**config.mk**
```make
export PLATFORM = sky130hd
export DESIGN_NAME = hrl_regs
export DESIGN_NICKNAME = d
export VERILOG_FILES = /design/src/hw/hrl_pkg.sv /design/src/hw/hrl_out_stage.sv /design/src/hw/hrl_regs.sv
export VERILOG_INCLUDE_DIRS = /design/src /design/src/hw
export SDC_FILE = /design/constraint.sdc
export NUM_CORES = 1
export LEC_CHECK = 0
export BUFFER_PORTS_ARGS = -buffer_cell sky130_fd_sc_hd__buf_2
export CORE_ASPECT_RATIO = 1.25
export CORE_MARGIN = 2
export CORE_UTILIZATION = 40
export DETAILED_ROUTE_END_ITERATION = 6
export GPL_ROUTABILITY_DRIVEN = 0
export PLACE_DENSITY = 0.79
export SYNTH_ARGS = -nofsm -noshare
export SYNTH_HDL_FRONTEND = slang
export SYNTH_SLANG_ARGS = --single-unit
```
**constraint.sdc**
```tcl
create_clock -name pclk -period 1.75 [get_ports pclk]
set_input_delay 0.0875 -clock pclk [delete_from_list [all_inputs] [get_ports pclk]]
set_output_delay 0.0875 -clock pclk [all_outputs]
set_load 0.1 [all_outputs]
```
**src/hw/hrl_defs.svh**
```systemverilog
// Purpose: constants for the real-time sample and library control register slice
// Assumes: apb with 32-bit data, each register one aligned word
// Notes:   printed offsets are register indexes; byte address is four times the index
//
// Operation
// - realtime mode drives sample to actuator; resets zero
// - host rewrites sample anytime; applied without retrigger
// - sample signed by default; unsigned when format set
// - output float bit forces true high impedance
// - float only while enabled; else weak pulldown
// - output float takes effect immediately, no waiting
// - library select picks waveform library, reset one
// - mode five selects continuous realtime playback
// - standby bit six resets one; one means standby
`ifndef HRL_DEFS_SVH
`define HRL_DEFS_SVH

// ----------------------------------------------------------------
// register indexes and byte addresses
// ----------------------------------------------------------------
`define HRL_IDX_MODE        8'h01
`define HRL_IDX_SAMPLE      8'h02
`define HRL_IDX_LIBCTL      8'h03
`define HRL_IDX_FORMAT      8'h1d
`define HRL_ADDR_MODE       12'h004
`define HRL_ADDR_SAMPLE     12'h008
`define HRL_ADDR_LIBCTL     12'h00c
`define HRL_ADDR_FORMAT     12'h074

// ----------------------------------------------------------------
// field positions
// ----------------------------------------------------------------
`define HRL_MODE_STANDBY    6
`define HRL_LIB_FLOAT       4
`define HRL_FMT_UNSIGNED    3

// ----------------------------------------------------------------
// reset values and codes
// ----------------------------------------------------------------
`define HRL_RST_MODE        8'h40
`define HRL_RST_SAMPLE      8'h00
`define HRL_RST_LIBCTL      8'h01
`define HRL_RST_FORMAT      8'h00
`define HRL_LIBCTL_MASK     8'h17
`define HRL_MODE_MASK       8'h47
`define HRL_FORMAT_MASK     8'h08
`define HRL_MODE_REALTIME   3'h5
`define HRL_MODE_INTERNAL   3'h0

`endif

```
**src/hw/hrl_pkg.sv**
```systemverilog
// Purpose: types for the real-time sample and library control slice
// Assumes: nothing beyond the defs header
// Notes:   library codes follow the control register field
package hrl_pkg;

  // ----------------------------------------------------------------
  // waveform library choice
  // ----------------------------------------------------------------
  typedef enum logic [2:0] {
    HRL_LIB_EMPTY    = 3'h0,
    HRL_LIB_A        = 3'h1,
    HRL_LIB_B        = 3'h2,
    HRL_LIB_C        = 3'h3,
    HRL_LIB_D        = 3'h4,
    HRL_LIB_E        = 3'h5,
    HRL_LIB_RESONANT = 3'h6,
    HRL_LIB_F        = 3'h7
  } hrl_lib_t;

  // ----------------------------------------------------------------
  // output stage condition
  // ----------------------------------------------------------------
  typedef enum logic [2:0] {
    HRL_OUT_PULLDOWN = 3'b001,
    HRL_OUT_DRIVE    = 3'b010,
    HRL_OUT_FLOAT    = 3'b100
  } hrl_out_t;

endpackage : hrl_pkg

```
**src/hw/hrl_out_stage.sv**
```systemverilog
// Purpose: output stage condition and drive level from the realtime sample
// Assumes: called every cycle from the register slice
// Notes:   float overrides drive at once; disabled device holds pulldown
`timescale 1ns/1ps
`include "hrl_defs.svh"
module hrl_out_stage (
  input  wire logic              pclk,
  input  wire logic              presetn,
  input  wire logic [7:0]        sample,
  input  wire logic              fmt_unsigned,
  input  wire logic [2:0]        mode,
  input  wire logic              standby,
  input  wire logic              shutdown_n,
  input  wire logic              float_req,
  output hrl_pkg::hrl_out_t      out_state,
  output logic signed [8:0]      drive_level
);
  import hrl_pkg::*;

  // ----------------------------------------------------------------
  // decode
  // ----------------------------------------------------------------
  wire              enabled_w  = shutdown_n & ~standby;
  wire              realtime_w = enabled_w & (mode == `HRL_MODE_REALTIME);
  wire signed [8:0] signed_w   = {sample[7], sample};
  wire signed [8:0] unsigned_w = $signed({1'b0, sample}) - $signed(9'h080);
  wire signed [8:0] level_w    = realtime_w ? (fmt_unsigned ? unsigned_w : signed_w) : 9'sh000;

  hrl_out_t state_d;
  always_comb begin
    if (!enabled_w) begin
      state_d = HRL_OUT_PULLDOWN;
    end else if (float_req) begin
      state_d = HRL_OUT_FLOAT;
    end else begin
      state_d = HRL_OUT_DRIVE;
    end
  end

  // ----------------------------------------------------------------
  // registered outputs
  // ----------------------------------------------------------------
  always_ff @(posedge pclk or negedge presetn) begin
    if (!presetn) begin
      out_state   <= HRL_OUT_PULLDOWN;
      drive_level <= 9'sh000;
    end else begin
      out_state   <= state_d;
      drive_level <= level_w;
    end
  end

  case (1'b1)
    default: begin : g_chk

    end
  endcase
endmodule : hrl_out_stage

```
**src/hw/hrl_regs.sv**
```systemverilog
// Purpose: apb register slice for realtime sample, mode, library control, format
// Assumes: apb slave answers with zero wait states
// Notes:   unmapped addresses read zero and raise pslverr
//
// Chosen here: register access over APB.
`timescale 1ns/1ps
`include "hrl_defs.svh"
module hrl_regs (
  input  wire logic              pclk,
  input  wire logic              presetn,
  input  wire logic              psel,
  input  wire logic              penable,
  input  wire logic              pwrite,
  input  wire logic [11:0]       paddr,
  input  wire logic [31:0]       pwdata,
  input  wire logic [3:0]        pstrb,
  output logic [31:0]            prdata,
  output logic                   pready,
  output logic                   pslverr,
  input  wire logic              shutdown_n,
  output hrl_pkg::hrl_lib_t      library_sel,
  output hrl_pkg::hrl_out_t      out_state,
  output logic signed [8:0]      drive_level,
  output logic                   output_float
);
  import hrl_pkg::*;

  // ----------------------------------------------------------------
  // registers
  // ----------------------------------------------------------------
  logic [7:0] mode_q,   mode_d;
  logic [7:0] sample_q, sample_d;
  logic [7:0] libctl_q, libctl_d;
  logic [7:0] format_q, format_d;

  // ----------------------------------------------------------------
  // apb decode
  // ----------------------------------------------------------------
  wire        access_w  = psel & penable;
  wire        wr_w      = access_w & pwrite & pstrb[0];
  wire        hit_mode  = (paddr == `HRL_ADDR_MODE);
  wire        hit_samp  = (paddr == `HRL_ADDR_SAMPLE);
  wire        hit_lib   = (paddr == `HRL_ADDR_LIBCTL);
  wire        hit_fmt   = (paddr == `HRL_ADDR_FORMAT);
  wire        mapped_w  = hit_mode | hit_samp | hit_lib | hit_fmt;
  wire [7:0]  wbyte     = pwdata[7:0];
  wire [7:0]  rd_byte_w = hit_mode ? mode_q :
                          hit_samp ? sample_q :
                          hit_lib  ? libctl_q :
                          hit_fmt  ? format_q : 8'h00;

  assign mode_d   = (wr_w && hit_mode) ? (wbyte & `HRL_MODE_MASK)   : mode_q;
  assign sample_d = (wr_w && hit_samp) ? wbyte                      : sample_q;
  assign libctl_d = (wr_w && hit_lib)  ? (wbyte & `HRL_LIBCTL_MASK) : libctl_q;
  assign format_d = (wr_w && hit_fmt)  ? (wbyte & `HRL_FORMAT_MASK) : format_q;

  assign pready       = 1'b1;
  assign pslverr      = access_w & ~mapped_w;
  assign prdata       = {24'h000000, rd_byte_w};
  assign library_sel  = hrl_lib_t'(libctl_q[2:0]);
  assign output_float = libctl_q[`HRL_LIB_FLOAT];

  always_ff @(posedge pclk or negedge presetn) begin
    if (!presetn) begin
      mode_q   <= `HRL_RST_MODE;
      sample_q <= `HRL_RST_SAMPLE;
      libctl_q <= `HRL_RST_LIBCTL;
      format_q <= `HRL_RST_FORMAT;
    end else begin
      mode_q   <= mode_d;
      sample_q <= sample_d;
      libctl_q <= libctl_d;
      format_q <= format_d;
    end
  end

  // ----------------------------------------------------------------
  // output stage
  // ----------------------------------------------------------------
  hrl_out_stage u_out (
    .pclk         (pclk),
    .presetn      (presetn),
    .sample       (sample_q),
    .fmt_unsigned (format_q[`HRL_FMT_UNSIGNED]),
    .mode         (mode_q[2:0]),
    .standby      (mode_q[`HRL_MODE_STANDBY]),
    .shutdown_n   (shutdown_n),
    .float_req    (libctl_q[`HRL_LIB_FLOAT]),
    .out_state    (out_state),
    .drive_level  (drive_level)
  );
endmodule : hrl_regs

```
After elaboration in Yosys (flattened, before gate mapping)
Cells that the tools add are included.

operators by class
  bitwise logic cells = 11
  $add $sub $neg = 1
  reductions and logical operators = 4
  muxes and demuxes = 8
  equality and inequality tests = 5

operators with widths
  cell                                                  number
  equality test 12 x 4 -> 1 bit, second input constant  2
  2-to-1 mux 9 bit                                      2
  2-to-1 mux 8 bit                                      2
  equality test 12 x 3 -> 1 bit, second input constant  1
  equality test 12 x 7 -> 1 bit, second input constant  1
  subtractor 8 x 8 -> 9 bit, second input constant      1
  bitwise AND 1 bit                                     6
  2-to-1 mux 3 bit                                      2
  2-to-1 mux 5 bit                                      1
  logical AND 1 bit                                     4
  2-to-1 mux 4 bit                                      1
  equality test 3 bit, second input constant            1
  bitwise OR 1 bit                                      3
  NOT 1 bit                                             2

word-level totals
  input port bits = 54
  bits in registers = 29
  output and inout bits = 50

Longest topological paths before layout
  depth after elaboration = 6
  mapped depth = 4
  gate-level depth less buffers = 4

Modules after synthesis
From an unflattened synthesis, not the netlist that was laid out.

unflattened totals
  cells, all modules = 135
  area, all modules = 1545.2 um2

by module, submodules not included
  module         cells each  instances  area each (um2)
  hrl_regs       98          1          1076.0
  hrl_out_stage  37          1          469.2

Worst setup path after synthesis
Ideal clock, no wire load.

  kind = reg2out
  start = register libctl_q[1]
  end = output prdata[1]
  path slack = -1607 ps
  data arrival time = 3270 ps
  stages on the path, launching flop included = 4
  path buffers = 0
  cells stage by stage = dfrtp_1 nand2b_1 a22oi_1 nor3_1

on the way
  word-level cells in the longest chain between the ends = 3

RTL lines
  element                 RTL line        text
  start, declared         hrl_regs.sv:33  logic [7:0] libctl_q, libctl_d;
  start signal, assigned  hrl_regs.sv:67  libctl_q <= `HRL_RST_LIBCTL;
  start signal, assigned  hrl_regs.sv:72  libctl_q <= libctl_d;
  2-to-1 mux 5 bit        hrl_regs.sv:49  hit_lib ? libctl_q :
  2-to-1 mux 8 bit        hrl_regs.sv:48  hit_samp ? sample_q :
  2-to-1 mux 8 bit        hrl_regs.sv:47  wire [7:0] rd_byte_w = hit_mode ? mode_q :
  end, declared           hrl_regs.sv:17  output logic [31:0] prdata,

Every way passes these cells.

Final worst setup path
  start = input paddr[11]
  end = output pslverr

on the way
  word-level cells in the longest chain between the ends = 6
  elaborated cells on any way between the ends = 9

RTL lines
  element                                                                                          RTL line        text
  start, declared                                                                                  hrl_regs.sv:14  input wire logic [11:0] paddr,
  equality test 12 x 3 -> 1 bit (no line) / equality test 12 x 4 -> 1 bit (equally long branches)  --
  bitwise OR 1 bit (2 in a row)                                                                    hrl_regs.sv:45  wire mapped_w = hit_mode | hit_samp | hit_lib | hit_fmt;
  bitwise OR 1 bit (*)                                                                             hrl_regs.sv:45
  NOT 1 bit (*)                                                                                    hrl_regs.sv:58  assign pslverr = access_w & ~mapped_w;
  bitwise AND 1 bit (*)                                                                            hrl_regs.sv:58
  end, declared                                                                                    hrl_regs.sv:19  output logic pslverr,

Every way passes the cells marked *; elsewhere a longest branch is shown, timed or not.

==> flow_metrics.py <==
metrics = {
    "run_status": {
        "status": "complete, no violations",
    },
    "global_route": {
        "grt_antenna_before_repair": 0,
        "grt.overflow.total": 0,
        "grt_max_degree": 29,
        "grt_pass1_vias": 1065,
        "grt.total_usage": 0.157,
        "grt_pass1_wl_mm": 4.94,
    },
    "floorplanning": {
        "die_h_um": 71.2,
        "coreArea_um2": 3480,
        "ios": 104,
        "die_w_um": 57.8,
        "fp.dieArea_um2": 4110,
        "fp-row-count": 24,
        "initial_core_util": 0.415,
    },
    "timing": {
        "fin_skew_ns": 0.00352,
        "finalCritPeriodShare": 0.964,
        "fmax_mhz": 592,
        "report.final.hold_viol_count": 0,
        "fin_ws_ns": 0.0621,
        "fin_crit_ns": 1.69,
        "setup_tns_ns": 0,
        "rsz0062_at_grt": "false",
        "worstMarginPinSlew_ns": 0.615,
        "finalSetupViolations": 0,
        "slew_headroom": 0.590,
        "drv_slew": 0,
    },
    "power": {
        "power-per-cell-area_nw_per_um2": 697,
        "vdd_ir_drop_max_mv": 0.560,
        "leakage_nw": 1.05,
        "total_power_w": 0.00140,
    },
    "place": {
        "dp_hpwl_mm": 2.37,
        "preCtsSetupSlack_ns": -0.0334,
        "portBuffers": 51,
    },
    "clock_tree": {
        "cts_buffer_depth": 2,
        "cts_buffers": 3,
        "cts_tree": "built",
        "insertion_delay_ns": 0.27,
        "htreeDepth": 1,
        "cts_root_buf": "clkbuf_8",
        "clk_pin_slew_ns": 0.09,
        "clkSinkCount": 28,
    },
    "yosys": {
        "async_flop_share": 1.00,
        "syn_avg_cell_area_um2": 11.6,
        "yosys-top-cells-count": "26 x buf_4, 25 x dfrtp_1, 17 x mux2_2, 8 x nor2_1, 7 x and2_1",
        "yosysMostFrequentCell": "buf_4",
        "synthCells": 125,
        "synth_top_area_cell": "dfrtp_1",
        "synth.yosys.seq_area_share": 0.487,
        "synth_area_leaders": "dfrtp_1 43%, buf_4 14%, mux2_2 13%, dfstp_2 5.5%, and2_1 3.0%",
        "ys_types": 29,
        "synth_edf_count": 0,
        "synth.top_cell.area_share": 0.433,
        "synth_seq_cells": 28,
        "synth_warnings": 0,
        "synth_flop_cell": "dfrtp_1",
        "synth_area_um2": 1450,
    },
    "setup_path": {
        "cp.arrival_ns": 1.60,
        "cp.required_ns": 1.66,
        "startpoint_type": "primary input",
        "path_class": "in2out",
        "crit_fanout": 3,
        "cp-end-kind": "output pin",
    },
    "detailed_routing": {
        "drc": 0,
        "wl_per_cell_um": 13.0,
        "dr.pass1.iters": 4,
        "vias": 1087,
        "viasPerCell": 4.71,
        "final_antenna_net_count": 0,
        "drt_wl_total_mm": 3.00,
        "drtIter0Drc": 17,
    },
    "final_layout": {
        "num_antenna_cells": 0,
        "area_delta_synth_final_pct": 38.8,
        "fin_nets": 247,
        "final_util": 0.576,
        "drive_above_1_share": 0.557,
    },
    "run": {
        "maxCapViolCount": 0,
    },
    "worst_hold_path": {
        "hp-class": "in2reg",
    },
}
-- layer usage --
| metal | global-route usage | share of wire |
|---|---|---|
| met5 | 0 | 0 |
| met4 | 0.0749 | 0.021 |
| met3 | 0.0165 | 0.050 |
| met2 | 0.266 | 0.52 |
| met1 | 0.197 | 0.41 |
-- power by group --
part           leakage [nW]  internal, W  total (W)  switching, W
Combinational         0.646    0.0000437   0.000352      0.000309
Sequential            0.374     0.000650   0.000651   0.000000591
Clock                0.0288     0.000202   0.000395      0.000193
-- per-stage QoR --
| step | cell area (um^2) | std cells | hold slack [ns] |
|---|---|---|---|
| 4_1_cts | 2000 | 230 | 0.0211 |
| 5_1_grt | 2010 | 231 | 0.0413 |
| 2_1_floorplan | 1600 | 148 | -0.208 |
| 6_report | 2010 | 231 | 0.0196 |
| 3_5_place_dp | 1930 | 225 | 0.136 |
| 3_3_place_gp | 1930 | 225 | 0.126 |
-- registers in the layout, summed over array words and instances (netlist names) --
signal / flops
u_out.out_state: 3
sample_q: 8
mode_q: 4
format_q: 1
u_out.drive_level: 8
libctl_q: 4
-- area by class of cell --
| class | instances | area (um^2) |
|---|---|---|
| clock buffers | 4 | 55.1 |
| flip-flops and latches | 28 | 712 |
| well taps | 39 | 48.8 |
| multi-input cells | 93 | 693 |
| repair buffers | 66 | 493 |
| inverters | 1 | 3.75 |
| fillers | 299 | 1480 |
-- logic make-up after synthesis --
group,share of synthesized area
simple gates,0.194
flops,0.487
buf+inv,0.138
mux,0.132
compound gates,0.0372
other cells,0.00520
xor+xnor,0.00606
-- final timing paths --
path / startpoint / end / slack, ns / cells after the start
max in group asynchronous: presetn / libctl_q[4] / 0.95 / 2
max: paddr[11] / pslverr / 0.06 / 6
min in group asynchronous: presetn / u_out.drive_level[5] / 0.36 / 2
max reg2reg: mode_q[6] / u_out.drive_level[4] / 0.51 / 4
min: shutdown_n / u_out.out_state[0] / 0.02 / 2
min reg2reg: libctl_q[4] / u_out.out_state[1] / 0.48 / 1
-- placed cells by master, fill, tap and decap left out, types with 2 or more instances in the layout --
master | Yosys | final
nor3_4 | 0 | 3
nor3_1 | 5 | 2
and3_2 | 2 | 2
clkbuf_8 | 0 | 4
a22oi_1 | 4 | 4
dfrtp_1 | 25 | 22
conb_1 | 2 | 25
buf_2 | 0 | 42
nor2_4 | 0 | 3
dfrtp_2 | 0 | 3
buf_12 | 0 | 8
and2_1 | 7 | 7
nand3_1 | 2 | 2
buf_4 | 26 | 15
dfstp_2 | 3 | 2
mux2_2 | 17 | 17
nor4_1 | 2 | 2
nor2_1 | 8 | 5
nand2b_1 | 4 | 4
nand2_1 | 3 | 2
-- timing repair --
action | CTS | global route
endpoints found under the setup margin | 0 | 1
hold endpoints to repair | 25 | 0
setup buffers | 0 | 1
resized for setup | 0 | 2
hold buffers | 1 | 0
-- worst max-delay path: stages --
cell     delay, ns
buf_2         0.09
or4_4         0.55
nor4_1        0.29
buf_4         0.16
and4b_1       0.18
buf_4         0.23
(Power assumes the default switching activity.)
